**config.mk**
```make
export PLATFORM = sky130hd
export DESIGN_NAME = cgs_status_irq
export DESIGN_NICKNAME = d
export VERILOG_FILES = /design/src/rtl/cgs_pkg.sv /design/src/rtl/cgs_quantum_gen.sv /design/src/rtl/cgs_status_irq.sv
export SDC_FILE = /design/constraint.sdc
export NUM_CORES = 1
export LEC_CHECK = 0
export CAP_MARGIN = 5
export CELL_PAD_IN_SITES_DETAIL_PLACEMENT = 0
export CELL_PAD_IN_SITES_GLOBAL_PLACEMENT = 2
export CORE_ASPECT_RATIO = 0.9
export CORE_UTILIZATION = 35
export CTS_BUF_LIST = sky130_fd_sc_hd__clkbuf_16
export DETAILED_ROUTE_END_ITERATION = 7
export DONT_BUFFER_PORTS = 1
export GPL_TIMING_DRIVEN = 0
export PLACE_DENSITY_LB_ADDON = 0.3
export SYNTH_ARGS = -nofsm -noshare
export SYNTH_HDL_FRONTEND = slang
export SYNTH_SLANG_ARGS = --single-unit
```
**constraint.sdc**
```tcl
create_clock -name clk_sys_i -period 2.1 [get_ports clk_sys_i]
set_clock_uncertainty 0.05 [all_clocks]
set_input_delay 0.42 -clock clk_sys_i [delete_from_list [all_inputs] [get_ports clk_sys_i]]
set_output_delay 0.42 -clock clk_sys_i [all_outputs]
set_load 0.03 [all_outputs]
```
**src/rtl/cgs_pkg.sv**
```systemverilog
// Package for the CAN general status and interrupt bookkeeping block.
// Assumes an 8-bit register file reached over a plain strobe port.
package cgs_pkg;

  localparam int unsigned CGS_NUM_OBJ = 6;

  // Register offsets (word index on the plain port)
  localparam logic [3:0] CGS_OFS_STATUS    = 4'h0;
  localparam logic [3:0] CGS_OFS_GIFLAGS   = 4'h1;
  localparam logic [3:0] CGS_OFS_GIEN      = 4'h2;
  localparam logic [3:0] CGS_OFS_INUSE_LO  = 4'h3;
  localparam logic [3:0] CGS_OFS_INUSE_HI  = 4'h4;
  localparam logic [3:0] CGS_OFS_OIEN_LO   = 4'h5;
  localparam logic [3:0] CGS_OFS_OIEN_HI   = 4'h6;
  localparam logic [3:0] CGS_OFS_OIST_LO   = 4'h7;
  localparam logic [3:0] CGS_OFS_OIST_HI   = 4'h8;
  localparam logic [3:0] CGS_OFS_PRESCALE  = 4'h9;

  // Status register fields
  localparam int unsigned CGS_ST_ENABLE    = 2;
  localparam int unsigned CGS_ST_BUSOFF    = 1;
  localparam int unsigned CGS_ST_ERRPASS   = 0;

  // General interrupt flag fields
  localparam int unsigned CGS_GI_ANY       = 7;
  localparam int unsigned CGS_GI_BUSOFF    = 6;
  localparam int unsigned CGS_GI_TWRAP     = 5;
  localparam int unsigned CGS_GI_BUFRX     = 4;
  localparam int unsigned CGS_GI_STUFF     = 3;
  localparam int unsigned CGS_GI_CRC       = 2;
  localparam int unsigned CGS_GI_FORM      = 1;
  localparam int unsigned CGS_GI_ACK       = 0;

  // General interrupt enable fields
  localparam int unsigned CGS_IE_GLOBAL    = 7;
  localparam int unsigned CGS_IE_BUSOFF    = 6;
  localparam int unsigned CGS_IE_RX        = 5;
  localparam int unsigned CGS_IE_TX        = 4;
  localparam int unsigned CGS_IE_OBJERR    = 3;
  localparam int unsigned CGS_IE_BUF       = 2;
  localparam int unsigned CGS_IE_GENERR    = 1;
  localparam int unsigned CGS_IE_TWRAP     = 0;

  // Prescaler field, bits 6:1
  localparam int unsigned CGS_PS_LSB       = 1;
  localparam int unsigned CGS_PS_W         = 6;

  // Reset values
  localparam logic [7:0] CGS_RST_GIFLAGS   = 8'h00;
  localparam logic [7:0] CGS_RST_GIEN      = 8'h00;
  localparam logic [7:0] CGS_RST_OIEN      = 8'h00;
  localparam logic [7:0] CGS_RST_PRESCALE  = 8'h00;

  // Per-object events from the message-object logic
  typedef struct packed {
    logic [CGS_NUM_OBJ-1:0] rx_done;
    logic [CGS_NUM_OBJ-1:0] tx_done;
    logic [CGS_NUM_OBJ-1:0] err;
    logic [CGS_NUM_OBJ-1:0] cfg_on;
    logic [CGS_NUM_OBJ-1:0] cfg_off;
  } cgs_obj_ev_t;

  // Channel events from the bus engine, one-cycle pulses
  typedef struct packed {
    logic stuff_fault;
    logic crc_fault;
    logic form_fault;
    logic ack_fault;
    logic timer_wrap;
    logic buf_rx_done;
    logic buf_cfg_rewritten;
  } cgs_chan_ev_t;

endpackage

```
**src/rtl/cgs_quantum_gen.sv**
```systemverilog
// Time-quantum tick generator driven by the prescaler field.
// Assumes it shares the I/O clock and enable of the status block.
`timescale 1ns/1ps
`default_nettype none

module cgs_quantum_gen
  import cgs_pkg::*;
#(
  parameter int unsigned PS_W = CGS_PS_W
) (
  input  wire logic            clk_sys_i,
  input  wire logic            rst_n_i,
  input  wire logic            ce_i,
  input  wire logic [PS_W-1:0] prescale_i,
  output logic                 quantum_o
);

  logic [PS_W-1:0] count;
  wire             at_end = (count >= prescale_i);

  // Period is prescale+1 clocks; value 0 gives a tick every clock
  always_ff @(posedge clk_sys_i) begin
    if (!rst_n_i) begin
      count     <= '0;
      quantum_o <= 1'b0;
    end else if (ce_i) begin
      count     <= at_end ? '0 : count + 1'b1;
      quantum_o <= at_end;
    end
  end

endmodule

`default_nettype wire

```
**src/rtl/cgs_status_irq.sv**
```systemverilog
// General status, interrupt flags, object bookkeeping and prescaler of a
// CAN controller. Assumes bus-engine events arrive as same-clock pulses
// and that software uses the plain strobe port, one access per cycle.
`timescale 1ns/1ps
`default_nettype none

// Functional notes
// - Enable flag shows true controller state
// - Bus-off bit; only entry raises event
// - Error-passive bit never raises interrupt
// - Summary flag: any source except timer
// - Bus-off event only from error passive
// - Timer wrap flag; clear by one or handler
// - Buffer flag clears only after rewrites
// - Stuff fault flag on six equal bits
// - CRC fault flag on mismatch
// - Form fault flag on delimiter violations
// - Ack fault flag on missing dominant
// - General flags clear on writing one
// - Global enable gates summary interrupt
// - Separate source enables bits six to one
// - Timer wrap enable independent of global
// - Read-only in-use bit per object
// - In-use clears on done, disable, abort, standby
// - Six object enables; upper bits zero
// - Read-only per-object pending bits
// - Quantum equals prescale plus one clocks
// - Object pending from enabled flag
// - Object errors never set general faults
module cgs_status_irq
  import cgs_pkg::*;
#(
  parameter int unsigned NUM_OBJ = CGS_NUM_OBJ
) (
  input  wire logic         clk_sys_i,
  input  wire logic         rst_n_i,
  input  wire logic         ce_i,
  // Register port
  input  wire logic [3:0]   addr_i,
  input  wire logic [7:0]   wdata_i,
  input  wire logic         wr_i,
  input  wire logic         rd_i,
  output logic [7:0]        rdata_o,
  // Controller state from the channel
  input  wire logic         ctrl_enabled_i,
  input  wire logic         bus_off_i,
  input  wire logic         err_passive_i,
  input  wire logic         abort_req_i,
  input  wire logic         standby_i,
  input  wire logic         timer_handler_i,
  input  wire cgs_chan_ev_t chan_ev_i,
  input  wire logic         obj_err_recorded_i,
  input  wire cgs_obj_ev_t  obj_ev_i,
  // Outputs
  output logic              ctrl_irq_o,
  output logic              timer_irq_o,
  output logic              quantum_o,
  output logic [5:0]        baud_prescaler_o
);

  //////////////////////////////////////////////////////////////////////
  // State
  logic               enable_state_flag;
  logic               bus_off_state;
  logic               error_passive_state;
  logic               bus_off_event_flag;
  logic               timer_wrap_flag;
  logic               buffer_receive_done_flag;
  logic               stuff_fault_flag;
  logic               crc_fault_flag;
  logic               form_fault_flag;
  logic               ack_fault_flag;
  logic [7:0]         gien;
  logic [NUM_OBJ-1:0] object_in_use;
  logic [NUM_OBJ-1:0] object_irq_enable;
  logic [NUM_OBJ-1:0] obj_rx_flag;
  logic [NUM_OBJ-1:0] obj_tx_flag;
  logic [NUM_OBJ-1:0] obj_err_flag;
  logic [7:0]         prescale_reg;
  logic               buf_rewritten;

  //////////////////////////////////////////////////////////////////////
  // Decode
  wire wr_gi   = wr_i && (addr_i == CGS_OFS_GIFLAGS);
  wire wr_ie   = wr_i && (addr_i == CGS_OFS_GIEN);
  wire wr_oie  = wr_i && (addr_i == CGS_OFS_OIEN_LO);
  wire wr_ps   = wr_i && (addr_i == CGS_OFS_PRESCALE);

  wire global_irq_enable        = gien[CGS_IE_GLOBAL];
  wire bus_off_irq_enable       = gien[CGS_IE_BUSOFF];
  wire receive_irq_enable       = gien[CGS_IE_RX];
  wire transmit_irq_enable      = gien[CGS_IE_TX];
  wire object_error_irq_enable  = gien[CGS_IE_OBJERR];
  wire buffer_irq_enable        = gien[CGS_IE_BUF];
  wire general_error_irq_enable = gien[CGS_IE_GENERR];
  wire timer_wrap_irq_enable    = gien[CGS_IE_TWRAP];

  // Write-one clear strobes, one per general flag
  wire clr_bus_off_state  = wr_gi && wdata_i[CGS_GI_BUSOFF];
  wire clr_twrap = (wr_gi && wdata_i[CGS_GI_TWRAP])
                   || timer_handler_i;
  wire clr_buf   = wr_gi && wdata_i[CGS_GI_BUFRX]
                   && buf_rewritten;
  wire clr_stuff = wr_gi && wdata_i[CGS_GI_STUFF];
  wire clr_crc   = wr_gi && wdata_i[CGS_GI_CRC];
  wire clr_form  = wr_gi && wdata_i[CGS_GI_FORM];
  wire clr_ack   = wr_gi && wdata_i[CGS_GI_ACK];

  // General faults only when no object took the error
  wire gen_ok    = !obj_err_recorded_i;

  // Bus-off entry only from error passive
  wire bus_off_state_entry = bus_off_i && !bus_off_state
                    && error_passive_state;

  //////////////////////////////////////////////////////////////////////
  // Object pending and summary
  logic [NUM_OBJ-1:0] object_irq_pending;
  genvar g;
  generate
    for (g = 0; g < NUM_OBJ; g++) begin : g_obj
      // Pending needs a flagged cause with its class enable and mask
      assign object_irq_pending[g] = object_irq_enable[g] &&
        ((obj_rx_flag[g]  && receive_irq_enable) ||
         (obj_tx_flag[g]  && transmit_irq_enable) ||
         (obj_err_flag[g] && object_error_irq_enable));
    end
  endgenerate

  wire gen_fault_any = stuff_fault_flag || crc_fault_flag
                       || form_fault_flag || ack_fault_flag;
  // Summary excludes the timer wrap source; status bits never feed it
  wire any_interrupt_flag =
    (|object_irq_pending) ||
    (bus_off_event_flag && bus_off_irq_enable) ||
    (buffer_receive_done_flag && buffer_irq_enable) ||
    (gen_fault_any && general_error_irq_enable);

  assign ctrl_irq_o  = any_interrupt_flag && global_irq_enable;
  assign timer_irq_o = timer_wrap_flag && timer_wrap_irq_enable;

  //////////////////////////////////////////////////////////////////////
  // Channel state mirrors; enable flag follows the applied state
  always_ff @(posedge clk_sys_i) begin
    if (!rst_n_i) begin
      enable_state_flag   <= 1'b0;
      bus_off_state       <= 1'b0;
      error_passive_state <= 1'b0;
    end else if (ce_i) begin
      enable_state_flag   <= ctrl_enabled_i;
      bus_off_state       <= bus_off_i;
      error_passive_state <= err_passive_i;
    end
  end

  //////////////////////////////////////////////////////////////////////
  // General flags: a set in the clear cycle wins
  always_ff @(posedge clk_sys_i) begin
    if (!rst_n_i) begin
      {bus_off_event_flag, timer_wrap_flag, buffer_receive_done_flag,
       stuff_fault_flag, crc_fault_flag, form_fault_flag,
       ack_fault_flag} <= CGS_RST_GIFLAGS[6:0];
    end else if (ce_i) begin
      bus_off_event_flag <= bus_off_state_entry
                            || (bus_off_event_flag && !clr_bus_off_state);
      timer_wrap_flag    <= chan_ev_i.timer_wrap
                            || (timer_wrap_flag && !clr_twrap);
      buffer_receive_done_flag <= chan_ev_i.buf_rx_done
        || (buffer_receive_done_flag && !clr_buf);
      stuff_fault_flag <= (chan_ev_i.stuff_fault && gen_ok)
                          || (stuff_fault_flag && !clr_stuff);
      crc_fault_flag   <= (chan_ev_i.crc_fault && gen_ok)
                          || (crc_fault_flag && !clr_crc);
      form_fault_flag  <= (chan_ev_i.form_fault && gen_ok)
                          || (form_fault_flag && !clr_form);
      ack_fault_flag   <= (chan_ev_i.ack_fault && gen_ok)
                          || (ack_fault_flag && !clr_ack);
    end
  end

  //////////////////////////////////////////////////////////////////////
  // Buffer rewrite tracker: armed by a burst, satisfied by rewrites
  always_ff @(posedge clk_sys_i) begin
    if (!rst_n_i) begin
      buf_rewritten <= 1'b0;
    end else if (ce_i) begin
      if (chan_ev_i.buf_rx_done) begin
        buf_rewritten <= 1'b0;
      end else if (chan_ev_i.buf_cfg_rewritten) begin
        buf_rewritten <= 1'b1;
      end
    end
  end

  //////////////////////////////////////////////////////////////////////
  // Software-written registers; reserved bits masked off
  always_ff @(posedge clk_sys_i) begin
    if (!rst_n_i) begin
      gien              <= CGS_RST_GIEN;
      object_irq_enable <= CGS_RST_OIEN[NUM_OBJ-1:0];
      prescale_reg      <= CGS_RST_PRESCALE;
    end else if (ce_i) begin
      if (wr_ie) begin
        gien <= wdata_i;
      end
      if (wr_oie) begin
        object_irq_enable <= wdata_i[NUM_OBJ-1:0];
      end
      if (wr_ps) begin
        // Reserved ends dropped, so a careless write does no harm
        prescale_reg <= {1'b0, wdata_i[6:1], 1'b0};
      end
    end
  end

  //////////////////////////////////////////////////////////////////////
  // Per-object in-use and cause flags; done and disable win over enable
  always_ff @(posedge clk_sys_i) begin
    if (!rst_n_i) begin
      object_in_use <= '0;
      obj_rx_flag   <= '0;
      obj_tx_flag   <= '0;
      obj_err_flag  <= '0;
    end else if (ce_i) begin
      if (abort_req_i || standby_i) begin
        object_in_use <= '0;
      end else begin
        object_in_use <= (object_in_use | obj_ev_i.cfg_on)
          & ~(obj_ev_i.rx_done | obj_ev_i.tx_done
              | obj_ev_i.cfg_off);
      end
      // Cause flags cleared when the object is reconfigured
      obj_rx_flag  <= obj_ev_i.rx_done
                      | (obj_rx_flag & ~obj_ev_i.cfg_on);
      obj_tx_flag  <= obj_ev_i.tx_done
                      | (obj_tx_flag & ~obj_ev_i.cfg_on);
      obj_err_flag <= obj_ev_i.err
                      | (obj_err_flag & ~obj_ev_i.cfg_on);
    end
  end

  //////////////////////////////////////////////////////////////////////
  // Read mux; unmapped addresses read zero
  logic [7:0] next_rdata;
  wire [7:0] pad_inuse = {{(8-NUM_OBJ){1'b0}}, object_in_use};
  wire [7:0] pad_oien  = {{(8-NUM_OBJ){1'b0}}, object_irq_enable};
  wire [7:0] pad_oist  = {{(8-NUM_OBJ){1'b0}}, object_irq_pending};
  wire [7:0] gi_word   = {any_interrupt_flag, bus_off_event_flag,
                          timer_wrap_flag, buffer_receive_done_flag,
                          stuff_fault_flag, crc_fault_flag,
                          form_fault_flag, ack_fault_flag};
  wire [7:0] st_word   = {5'h00, enable_state_flag, bus_off_state,
                          error_passive_state};

  always_comb begin
    unique case (addr_i)
      CGS_OFS_STATUS:   next_rdata = st_word;
      CGS_OFS_GIFLAGS:  next_rdata = gi_word;
      CGS_OFS_GIEN:     next_rdata = gien;
      CGS_OFS_INUSE_LO: next_rdata = pad_inuse;
      CGS_OFS_OIEN_LO:  next_rdata = pad_oien;
      CGS_OFS_OIST_LO:  next_rdata = pad_oist;
      CGS_OFS_PRESCALE: next_rdata = prescale_reg;
      default:          next_rdata = 8'h00;
    endcase
  end

  // Data valid only in the cycle after the read strobe
  always_ff @(posedge clk_sys_i) begin
    if (!rst_n_i) begin
      rdata_o <= 8'h00;
    end else if (ce_i) begin
      rdata_o <= rd_i ? next_rdata : 8'h00;
    end
  end

  //////////////////////////////////////////////////////////////////////
  // Quantum tick from the prescaler
  assign baud_prescaler_o = prescale_reg[CGS_PS_LSB +: CGS_PS_W];

  cgs_quantum_gen #(
    .PS_W(CGS_PS_W)
  ) u_quantum (
    .clk_sys_i (clk_sys_i),
    .rst_n_i   (rst_n_i),
    .ce_i      (ce_i),
    .prescale_i(baud_prescaler_o),
    .quantum_o (quantum_o)
  );

endmodule

`default_nettype wire

```
Word level (Yosys, flattened, before mapping)
Cells that the tools add are included.
Storage, ports and cells
  flip-flop bits (word level): 70
  bits of input ports: 61
  output and inout port bits: 17
  logic and storage cells: 144
Cells by class
  add/sub/neg operators: 1
  order comparisons: 1
  equal/unequal tests: 6
  muxes and demuxes: 6
  bitwise logic cells: 12
  reductions and logical operators: 97
Operator list (number)
  one-hot mux 8 bit (7 select lines): 1
  logical AND 1 bit: 54
  bitwise OR 6 bit: 6
  logical OR 1 bit: 27
  bitwise AND 6 bit: 4
  two-way mux 6 bit: 2
  inverter 6 bit: 2
  zero test 1 bit: 9
  == test 4 x 2 -> 1 bit (second input constant): 2
  == test 4 x 3 -> 1 bit (second input constant): 2
  two-way mux 8 bit: 1
  AND reduction 2 bit: 4
  adder 6 x 1 -> 6 bit (second input constant): 1
  greater-or-equal comparator 6 bit: 1
  OR reduction 6 bit: 1
  == test 4 x 1 -> 1 bit (second input constant): 1
  == test 4 bit (second input constant): 1
  zero test 4 bit: 1
  two-way mux 1 bit: 2
  nonzero test 2 bit: 1

Logic depth before layout (Yosys ltp)
Gate-level depths: netlist (run 1).
  word-level depth: 10
  depth in mapped cells: 7
  gate-level depth less buffers: 7

By module
A second synthesis (run 1) with hierarchy kept.
Unflattened totals
  cell total of the unflattened synthesis: 386
  area, all modules: 3427.0 um^2
Modules (own cells, without submodules)
  cgs_status_irq: instances 1, cells each 335, area an instance 2961.6 um^2, sequential area each 1261.2 um^2
  cgs_quantum_gen: instances 1, cells each 51, area an instance 465.4 um^2, sequential area each 140.1 um^2

Worst setup path after synthesis (run 1)
No wires, ideal clock.
  path kind: register to output
  from: register gien[3]
  to: output ctrl_irq_o
  data arrival time: 1.553 ns
  slack: 0.077 ns
  stages on the path, launching flop included: 7
  path buffers: 1
  cells stage by stage: dfxtp_1 > buf_6 > a222oi_1 > inv_1 > a222oi_1 > nand4_1 > and2_1
Between the ends
  longest elaborated chain between the ends: 8
Ends and longest elaborated chain
  start: declaration: line cgs_status_irq.sv:73  | logic [7:0] gien;
  start signal: assignment: line cgs_status_irq.sv:204  | gien <= wdata_i;
  logical AND 1 bit: line cgs_status_irq.sv:126  | (obj_err_flag[g] && object_error_irq_enable));
  logical OR 1 bit: line cgs_status_irq.sv:125  | (obj_tx_flag[g] && transmit_irq_enable) ||
  logical AND 1 bit: line cgs_status_irq.sv:123  | assign object_irq_pending[g] = object_irq_enable[g] &&
  OR reduction 6 bit *: line cgs_status_irq.sv:134  | (|object_irq_pending) ||
  logical OR 1 bit *: line cgs_status_irq.sv:134
  logical OR 1 bit *: line cgs_status_irq.sv:135  | (bus_off_event_flag && bus_off_irq_enable) ||
  logical OR 1 bit *: line cgs_status_irq.sv:136  | (buffer_receive_done_flag && buffer_irq_enable) ||
  logical AND 1 bit *: line cgs_status_irq.sv:139  | assign ctrl_irq_o = any_interrupt_flag && global_irq_enable;
  end: declaration: line cgs_status_irq.sv:55  | output logic ctrl_irq_o,
Mark *: on every way between the ends. The rest lies on a longest branch, timed or not.

Worst setup path in the final report (run 1)
  from: register gien[4]
  to: output ctrl_irq_o
Between the ends
  longest elaborated chain between the ends: 9
Ends and longest elaborated chain
  logical AND 1 bit: line cgs_status_irq.sv:125
  logical OR 1 bit: line cgs_status_irq.sv:124  | ((obj_rx_flag[g] && receive_irq_enable) ||
  logical OR 1 bit: line cgs_status_irq.sv:125
  logical AND 1 bit: line cgs_status_irq.sv:123
  OR reduction 6 bit *: line cgs_status_irq.sv:134
  logical OR 1 bit *: line cgs_status_irq.sv:134
  logical OR 1 bit *: line cgs_status_irq.sv:135
  logical OR 1 bit *: line cgs_status_irq.sv:136
  logical AND 1 bit *: line cgs_status_irq.sv:139
Marks and branches as above.

==> results of run 1 <==
-- path summary, 6_finish.rpt --
| path | from | to | slack [ps] | cells after the start |
|---|---|---|---|---|
| max reg2reg | prescale_reg[1]$_SDFFE_PN0P_ | u_quantum.quantum_o$_SDFFE_PN0P_ | 110 | 6 |
| min reg2reg | buf_rewritten$_SDFFE_PN0P_ | buf_rewritten$_SDFFE_PN0P_ | 440 | 2 |
| min | chan_ev_i[0] | buf_rewritten$_SDFFE_PN0P_ | 200 | 2 |
| max | gien[4]$_SDFFE_PN0P_ | ctrl_irq_o | -480 | 6 |
-- cells by family (layout without fill, tap and decap cells) --
group / Yosys count / in the layout / synth area share
and+or+nand+nor: 144 / 144 / 0.2367
AOI/OAI and AO/OA: 80 / 80 / 0.1690
DFF: 70 / 70 / 0.4079
buffers and inverters: 43 / 62 / 0.05353
muxes: 33 / 33 / 0.09723
adders and majority gates: 7 / 7 / 0.02549
xor gates and xnor gates: 4 / 4 / 0.01020
-- synth_stat cells (all sizes together) (5+ instances only) --
master,instances,share of area
a311oi,5,0.013
nand2,33,0.036
a22oi,23,0.050
dfxtp,70,0.41
buf,10,0.017
clkbuf,14,0.016
a21oi,11,0.016
o21ai,15,0.022
a222oi,9,0.026
and3,5,0.0091
or4,7,0.015
nor2b,51,0.093
mux2i,30,0.087
ha,7,0.025
nor2,17,0.019
nand3,9,0.013
inv,19,0.021
-- stage by stage --
step	util	total power, mW	hold WS (ps)
floorplan	-	1.585	401.2
global placement	0.3846	1.643	423.6
detailed placement	0.3846	1.648	427.9
CTS	0.4165	2.991	199.0
global route	0.4166	3.080	214.1
finish	0.4166	2.959	204.6
-- what timing repair did --
action,4_1_cts,5_1_grt
resized for setup,4,4
setup buffers,5,1
cloned,0,0
setup endpoints to repair,6,2
pin swaps,5,4
-- layer usage --
layer | GRT usage | wire [um] | up-vias
met5 | 0 | 0 | -
met4 | 0.05479 | 99 | 0
met3 | 0.05416 | 666 | 9
met2 | 0.3317 | 4495 | 90
met1 | 0.2969 | 5028 | 1372
li1 | - | - | 1394
-- final cells by class --
class	instances	area (sq um)	area share
Inverter	19	71.32	0.01835
Buffer	21	93.84	0.02414
Clock buffer	9	225.2	0.05793
Tap cell	122	152.6	0.03927
Clock inverter	7	33.78	0.008690
Sequential cell	70	1408	0.3621
Timing Repair Buffer	6	45.04	0.01159
Multi-Input combinational cell	268	1858	0.4780
-- power groups by stage --
| stage | clock network [mW] | registers [mW] | logic (mW) |
|---|---|---|---|
| 2_1_floorplan | 0 | 1.42 | 0.163 |
| 3_3_place_gp | 0 | 1.43 | 0.209 |
| 3_5_place_dp | 0 | 1.43 | 0.213 |
| 4_1_cts | 1.37 | 1.41 | 0.215 |
| 5_1_grt | 1.43 | 1.41 | 0.239 |
| 6_report | 1.34 | 1.41 | 0.213 |
==> run_results.csv, run 1 <==
group,metric,value,unit
job,cap_violations,0,
yosys,yosysSeqAreaShare,0.4079,
power,p_leak,1.441,nW
sta,finalMaxSlewViolations,0,
place,placed_area,3588,sq um
cells_and_area,final_nets,463,
grt,overflow,0,
grt,grt_pass1_vias,2825,
routing,ant_nets,0,
routing,remaining_drc_errors,0,
place,preCtsSetupSlack,-451.5,ps
power,p_sw_frac,0.2429,
place,routabilityCongestion,0.8301,
cells_and_area,fillers,983,
place,place_inst,503,
place,hpwl,7868,um
yosys,synth-edff-count,0,
clock_network,h-tree-depth,3,
clock_network,cts_buffers,9,
floorplan,rows,33,
setup_path,path_class,"reg -> out",
outcome,violations,"setup timing",
grt,gr-usage-all-layers,0.2142,
routing,routedWlPerCell,19.71,um
floorplan,core,9331,sq um
cells_and_area,drive_gt1_frac,0.1125,
sta,rsz0062_at_grt,"true",
setup_path,critPathBufInv,2,
yosys,syn-cell-area,3436,sq um
sta,worstMarginPinSlew,603.9,ps
setup_path,cpPeakStageDelay,380,ps
clock_network,clock-sinks,70,
sta,fin_crit,2576,ps
floorplan,die_w,106.4,um
power,pwr-share-comb,0.072,
setup_path,cp_data_arrival_time,2110,ps
setup_path,cp.required,1630,ps
sta,setup_viol,1,
clock_network,cts_tree,"done",
yosys,async_flop_share,0,
cells_and_area,num_antenna_cells,0,
yosys,syn_nets,449,
floorplan,io_pins,78,
clock_network,clk_pin_slew_worst_paths,50,ps
yosys,syn_avg_cell_area,9.018,sq um
sta,min_period_over_period,1.226,
power,power_density,761.2,nW/um^2
power,p_int,2.240,mW
clock_network,root_buffer,"clkbuf_16",
place,io_buffer_count,0,
sta,clock.fmax,388.3,MHz
yosys,synth_seq_cells,70,
setup_path,crit_slowest_cell,"a222oi_1",
floorplan,die_h,96.00,um
sta,finalHoldViolCount,0,
setup_path,critical-path-top-delay-family,"compound AO/OA/AOI/OAI gates",
cells_and_area,final_common_cell,"dfxtp_1",
grt,grt_max_degree,12,
clock_network,cts_max_path_buffers,2,
power,power_frac_seq,0.475,
clock_network,clk_latency,330,ps
floorplan,start_util,0.3682,
routing,first_iter_violations,186,
cells_and_area,top_regs,"gien x8, rdata_o x8",
power,ir_drop,0.0003663,V
yosys,postSynthCellCount,381,
setup_path,path_cells,"a222oi_1 > buf_4 > inv_2 > a222oi_1 > nand4_1 > and2_4",
cells_and_area,layoutNonFillerInstCount,522,
sta,slew_headroom,0.5974,
setup_path,worst_path_most_repeated_cell,"a222oi_1",
routing,drt_wl_total,10290,um
sta,setup_tns,-475.6,ps
grt,antenna_found_initial,0,
hold_path,hold_path.class,"in -> reg",
cells_and_area,mostFrequentLayoutCells,"dfxtp_1 (67), nor2b_1 (51), nand2_1 (33), mux2i_1 (30), a22oi_1 (23)",
yosys,synth_warnings,0,
setup_path,endpoint_kind,"primary output",
yosys,ys_types,45,
grt,grt_pass1_wl,16060,um
yosys,synthFlopType,"dfxtp_1",
power,switchingPower,0.7188,mW
clock_network,hold_buffers,0,
setup_path,worst_setup_path_start_kind,"flip-flop",
floorplan,dieArea,10220,sq um
outcome,status,"finished with violations",
sta,setup_slack,-475.6,ps
setup_path,crit_fanout,7,
routing,firstDrtPassIters,5,
power,clkPwrFrac,0.453,
routing,vias_per_cell,5.489,
cells_and_area,area_delta_synth_final,13.15,%
routing,vias,2865,
cells_and_area,stdcell_area,3887,sq um
Power figures use the tool's default switching activity.
==> run 2, diff against run 1 <==
- MAX_ROUTING_LAYER: default -> met4
==> run 2 against run 1 <==
  * The flow still finishes with violations (setup timing)
  * Fmax grew 0.29%
  * Global-route usage grew 0.72 points
  * First-iteration DRC count grew 15%
  * Largest power group unchanged
  * Non-clock buffer count is the same
  * Final area is the same
==> run_results.csv, run 2 (same netlist as run 1, synthesis figures left out) <==
group,metric,value,unit
grt,grt_max_degree,12,
grt,use_met2,0.3295,
cells_and_area,top_regs,"gien x8, rdata_o x8",
hold_path,hold_path.class,"in -> reg",
routing,drt_wl_total,10310,um
power,ir_drop,0.0003661,V
floorplan,die_w,106.4,um
grt,busiest_layer,"met2",
sta,slew_headroom,0.5934,
sta,hold_slack,205.0,ps
routing,ant_nets,0,
grt,gr-usage-all-layers,0.2214,
floorplan,dieArea,10220,sq um
cells_and_area,seq_area,1408,sq um
place,hpwl,7868,um
grt,antenna_found_initial,0,
cells_and_area,final_nets,463,
grt,grt_pass1_vias,2822,
setup_path,cp_data_arrival_time,2100,ps
outcome,violations,"setup timing",
cells_and_area,mostFrequentLayoutCells,"dfxtp_1 (67), nor2b_1 (51), nand2_1 (33), mux2i_1 (30), a22oi_1 (23)",
setup_path,critical-path-top-delay-family,"compound AO/OA/AOI/OAI gates",
place,routabilityCongestion,0.8427,
sta,clock.fmax,389.4,MHz
sta,fin_crit,2568,ps
routing,vias_per_cell,5.485,
place,placed_area,3588,sq um
cells_and_area,num_antenna_cells,0,
sta,setup_tns,-468.2,ps
power,p_leak,1.441,nW
clock_network,h-tree-depth,3,
setup_path,crit_fanout,7,
cells_and_area,final_common_cell,"dfxtp_1",
routing,remaining_drc_errors,0,
setup_path,path_class,"reg -> out",
setup_path,worst_path_most_repeated_cell,"a222oi_1",
setup_path,crit_slowest_cell,"a222oi_1",
cells_and_area,fillers,983,
place,io_buffer_count,0,
floorplan,die_h,96.00,um
cells_and_area,area_delta_synth_final,13.15,%
cells_and_area,drive_gt1_frac,0.1125,
power,p_total,2.960,mW
cells_and_area,multi_input_area,1858,sq um
floorplan,rows,33,
setup_path,endpoint_kind,"primary output",
sta,setup_viol,1,
clock_network,cts_max_path_buffers,2,
setup_path,critPathBufInv,2,
grt,grt_pass1_wl,16090,um
setup_path,cp.required,1630,ps
sta,finalHoldViolCount,0,
routing,vias,2863,
clock_network,clock-sinks,70,
grt,gr-usage-met3,0.04604,
sta,rsz0062_at_grt,"true",
cells_and_area,stdcell_area,3887,sq um
sta,setup_slack,-468.2,ps
floorplan,core,9331,sq um
routing,firstDrtPassIters,6,
grt,overflow,0,
routing,first_iter_violations,214,
grt,gr-usage-met1,0.3060,
floorplan,start_util,0.3682,
floorplan,io_pins,78,
clock_network,hold_buffers,0,
setup_path,path_cells,"a222oi_1 > buf_4 > inv_2 > a222oi_1 > nand4_1 > and2_4",
job,cap_violations,0,
clock_network,clk_latency,330,ps
setup_path,worst_setup_path_start_kind,"flip-flop",
setup_path,cpPeakStageDelay,380,ps
clock_network,cts_tree,"done",
power,power_density,761.5,nW/um^2
cells_and_area,final_core_util,0.4166,
clock_network,root_buffer,"clkbuf_16",
clock_network,cts_buffers,9,
sta,finalMaxSlewViolations,0,
sta,worstMarginPinSlew,609.9,ps
routing,routedWlPerCell,19.76,um
clock_network,clk_pin_slew_worst_paths,50,ps
sta,min_period_over_period,1.223,
outcome,status,"finished with violations",
## run 2: cell counts in the layout (fill, tap and decap cells not counted)
Identical to the previous run, type by type.
## run 2: worst paths after layout
path	start	to	slack, ps	cells past startpoint
max reg2reg	prescale_reg[1]$_SDFFE_PN0P_	u_quantum.quantum_o$_SDFFE_PN0P_	100	6
max	gien[4]$_SDFFE_PN0P_	ctrl_irq_o	-470	6
min reg2reg	buf_rewritten$_SDFFE_PN0P_	buf_rewritten$_SDFFE_PN0P_	440	2
min	chan_ev_i[0]	buf_rewritten$_SDFFE_PN0P_	210	2
## run 2: area by class of cell
cell class                      instances  share of cell area
Clock buffer                            9             0.05793
Clock inverter                          7            0.008690
Inverter                               19             0.01835
Buffer                                 21             0.02414
Sequential cell                        70              0.3621
Timing Repair Buffer                    6             0.01159
Tap cell                              122             0.03927
Multi-Input combinational cell        268              0.4780
## run 2: worst register-to-register path, stage by stage, from the launching register on
cell	delay (ps)
dfxtp_1	610
ha_1	310
nand2b_1	140
a21o_1	170
a21oi_1	250
nor2_1	110
o221a_2	250
## run 2: where the power goes
| part | switching (mW) | internal [mW] | total [mW] |
|---|---|---|---|
| registers | 0.0366 | 1.37 | 1.41 |
| logic | 0.123 | 0.0907 | 0.214 |
| clock network | 0.560 | 0.779 | 1.34 |
| total | 0.720 | 2.24 | 2.96 |
## run 2: what timing repair did
| item | CTS | global route |
|---|---|---|
| endpoints found under the setup margin | 6 | 2 |
| resized for setup | 4 | 4 |
| setup buffers | 5 | 1 |
| endpoints found under the hold margin | 0 | 0 |
| pin swaps | 5 | 4 |
## run 2: per-stage QoR
stage          setup slack, ps  std cells
2_1_floorplan            76.58        381
3_3_place_gp            -464.7        503
3_5_place_dp            -451.5        503
4_1_cts                 -497.0        522
5_1_grt                 -617.5        522
6_report                -468.2        522
## run 2: per-layer routing
layer	wire length [um]	vias up
met1	5111	1364
li1	-	1397
met5	0	-
met2	4448	93
met4	97	0
met3	656	9
==> run 3, diff against run 2 <==
- CORE_MARGIN: default -> 3
==> run 3 against run 2 <==
  * The flow still finishes with violations (setup timing)
  * Non-clock buffer count grew 1
  * Via count rose by 1.0%
  * Die area rose by 8.1%
  * Critical path depth unchanged
  * Clock power grew 8%
  * Global-route usage decreased by 2.7 points
  * Worst hold slack better by 5.4 ps
  * Count of clock-buffer cells in the layout unchanged
  * Wire length up 1.2%
  * Final area increased by 0.80%
  * Worst setup slack better by 47 ps
  * Final cell count is 0.19% higher
==> run_results.csv, run 3 (same netlist as run 1, synthesis figures left out) <==
group,metric,value,unit
place,routabilityCongestion,0.8593,
clock_network,clk_pin_slew_worst_paths,50,ps
outcome,status,"finished with violations",
grt,grt_pass1_wl,16130,um
job,cap_violations,0,
cells_and_area,layoutNonFillerInstCount,523,
clock_network,clock-sinks,70,
sta,finalHoldViolCount,0,
power,power_density,783.4,nW/um^2
power,p_total,3.070,mW
sta,clock.fmax,396.7,MHz
sta,slew_headroom,0.5960,
routing,first_iter_violations,153,
floorplan,die_h,100.0,um
grt,antenna_found_initial,0,
place,place_inst,503,
routing,ant_nets,0,
sta,rsz0062_at_grt,"true",
clock_network,cts_buffers,9,
sta,min_period_over_period,1.200,
setup_path,critPathBufInv,2,
setup_path,cp.required,1630,ps
setup_path,path_class,"reg -> out",
setup_path,crit_fanout,7,
grt,overflow,0,
sta,worstMarginPinSlew,606.0,ps
hold_path,hold_path.class,"in -> reg",
outcome,violations,"setup timing",
floorplan,start_util,0.3682,
setup_path,cpPeakStageDelay,370,ps
routing,firstDrtPassIters,5,
power,power_frac_seq,0.458,
place,hpwl,8075,um
power,switchingPower,0.7091,mW
sta,finalMaxSlewViolations,0,
cells_and_area,top_regs,"gien x8, rdata_o x8",
routing,vias,2893,
floorplan,dieArea,11040,sq um
power,p_leak,1.454,nW
setup_path,worst_path_most_repeated_cell,"a222oi_1",
sta,hold_slack,210.4,ps
cells_and_area,final_nets,464,
power,p_int,2.361,mW
power,pwr-share-comb,0.069,
floorplan,io_pins,78,
grt,grt_pass1_vias,2845,
place,io_buffer_count,0,
cells_and_area,final_core_util,0.4200,
sta,setup_tns,-420.9,ps
clock_network,h-tree-depth,3,
setup_path,critical-path-top-delay-family,"compound AO/OA/AOI/OAI gates",
sta,setup_slack,-420.9,ps
floorplan,rows,33,
grt,grt_max_degree,12,
routing,remaining_drc_errors,0,
power,p_sw_frac,0.2310,
floorplan,core,9331,sq um
setup_path,crit_slowest_cell,"dfxtp_4",
sta,fin_crit,2521,ps
setup_path,cp_data_arrival_time,2050,ps
setup_path,path_cells,"a222oi_1 > buf_4 > inv_2 > a222oi_1 > nand4_1 > and2_4",
place,preCtsSetupSlack,-431.1,ps
cells_and_area,area_delta_synth_final,14.06,%
place,placed_area,3588,sq um
floorplan,die_w,110.4,um
cells_and_area,final_common_cell,"dfxtp_1",
grt,gr-usage-all-layers,0.1944,
setup_path,worst_setup_path_start_kind,"flip-flop",
clock_network,cts_tree,"done",
clock_network,hold_buffers,0,
cells_and_area,num_antenna_cells,0,
routing,vias_per_cell,5.532,
clock_network,cts_max_path_buffers,2,
sta,setup_viol,1,
cells_and_area,mostFrequentLayoutCells,"dfxtp_1 (67), nor2b_1 (51), nand2_1 (33), mux2i_1 (30), a22oi_1 (23)",
clock_network,clk_latency,330,ps
routing,routedWlPerCell,19.95,um
clock_network,root_buffer,"clkbuf_16",
power,clkPwrFrac,0.472,
cells_and_area,drive_gt1_frac,0.1122,
routing,drt_wl_total,10430,um
setup_path,endpoint_kind,"primary output",
cells_and_area,stdcell_area,3919,sq um
power,ir_drop,0.0003447,V
run 3: power by group through the flow:
stage | combinational, mW | sequential (mW) | clock (mW)
after global routing | 0.238 | 1.41 | 1.54
after CTS | 0.214 | 1.41 | 1.48
final | 0.213 | 1.41 | 1.45
after floorplan | 0.163 | 1.42 | 0
after detailed placement | 0.213 | 1.43 | 0
after global placement | 0.210 | 1.43 | 0
run 3: layout make-up:
type                       instances  area (sq um)
inverter                          19         71.32
clock inverter                     7         57.56
buffer                            21         93.84
fill                             988          5413
timing repair buffer               7         52.55
clock buffer                       9         225.2
multi-input combinational        268          1858
tap                              122         152.6
sequential                        70          1408
run 3: routing by layer:
metal / wire length (um) / track usage / up-vias
met3: 656 / 0.04882 / 11
met1: 5051 / 0.2578 / 1380
li1: - / - / 1399
met4: 123 / 0.04830 / 0
met5: 0 / - / -
met2: 4601 / 0.2994 / 103
run 3: final timing paths:
kind                                            startpoint                          to  slack, ps  cells after the start
worst max-delay path                  gien[4]$_SDFFE_PN0P_                  ctrl_irq_o       -420                      6
worst min-delay path                          chan_ev_i[0]  buf_rewritten$_SDFFE_PN0P_        210                      2
worst max register to register        gien[4]$_SDFFE_PN0P_     rdata_o[7]$_SDFFE_PN0P_        120                      7
worst min register to register  buf_rewritten$_SDFFE_PN0P_  buf_rewritten$_SDFFE_PN0P_        440                      2
run 3: timing repair:
action | in CTS | in global routing
pin swaps | 5 | 5
setup buffers | 6 | 1
endpoints found under the setup margin | 2 | 7
resized for setup | 5 | 3
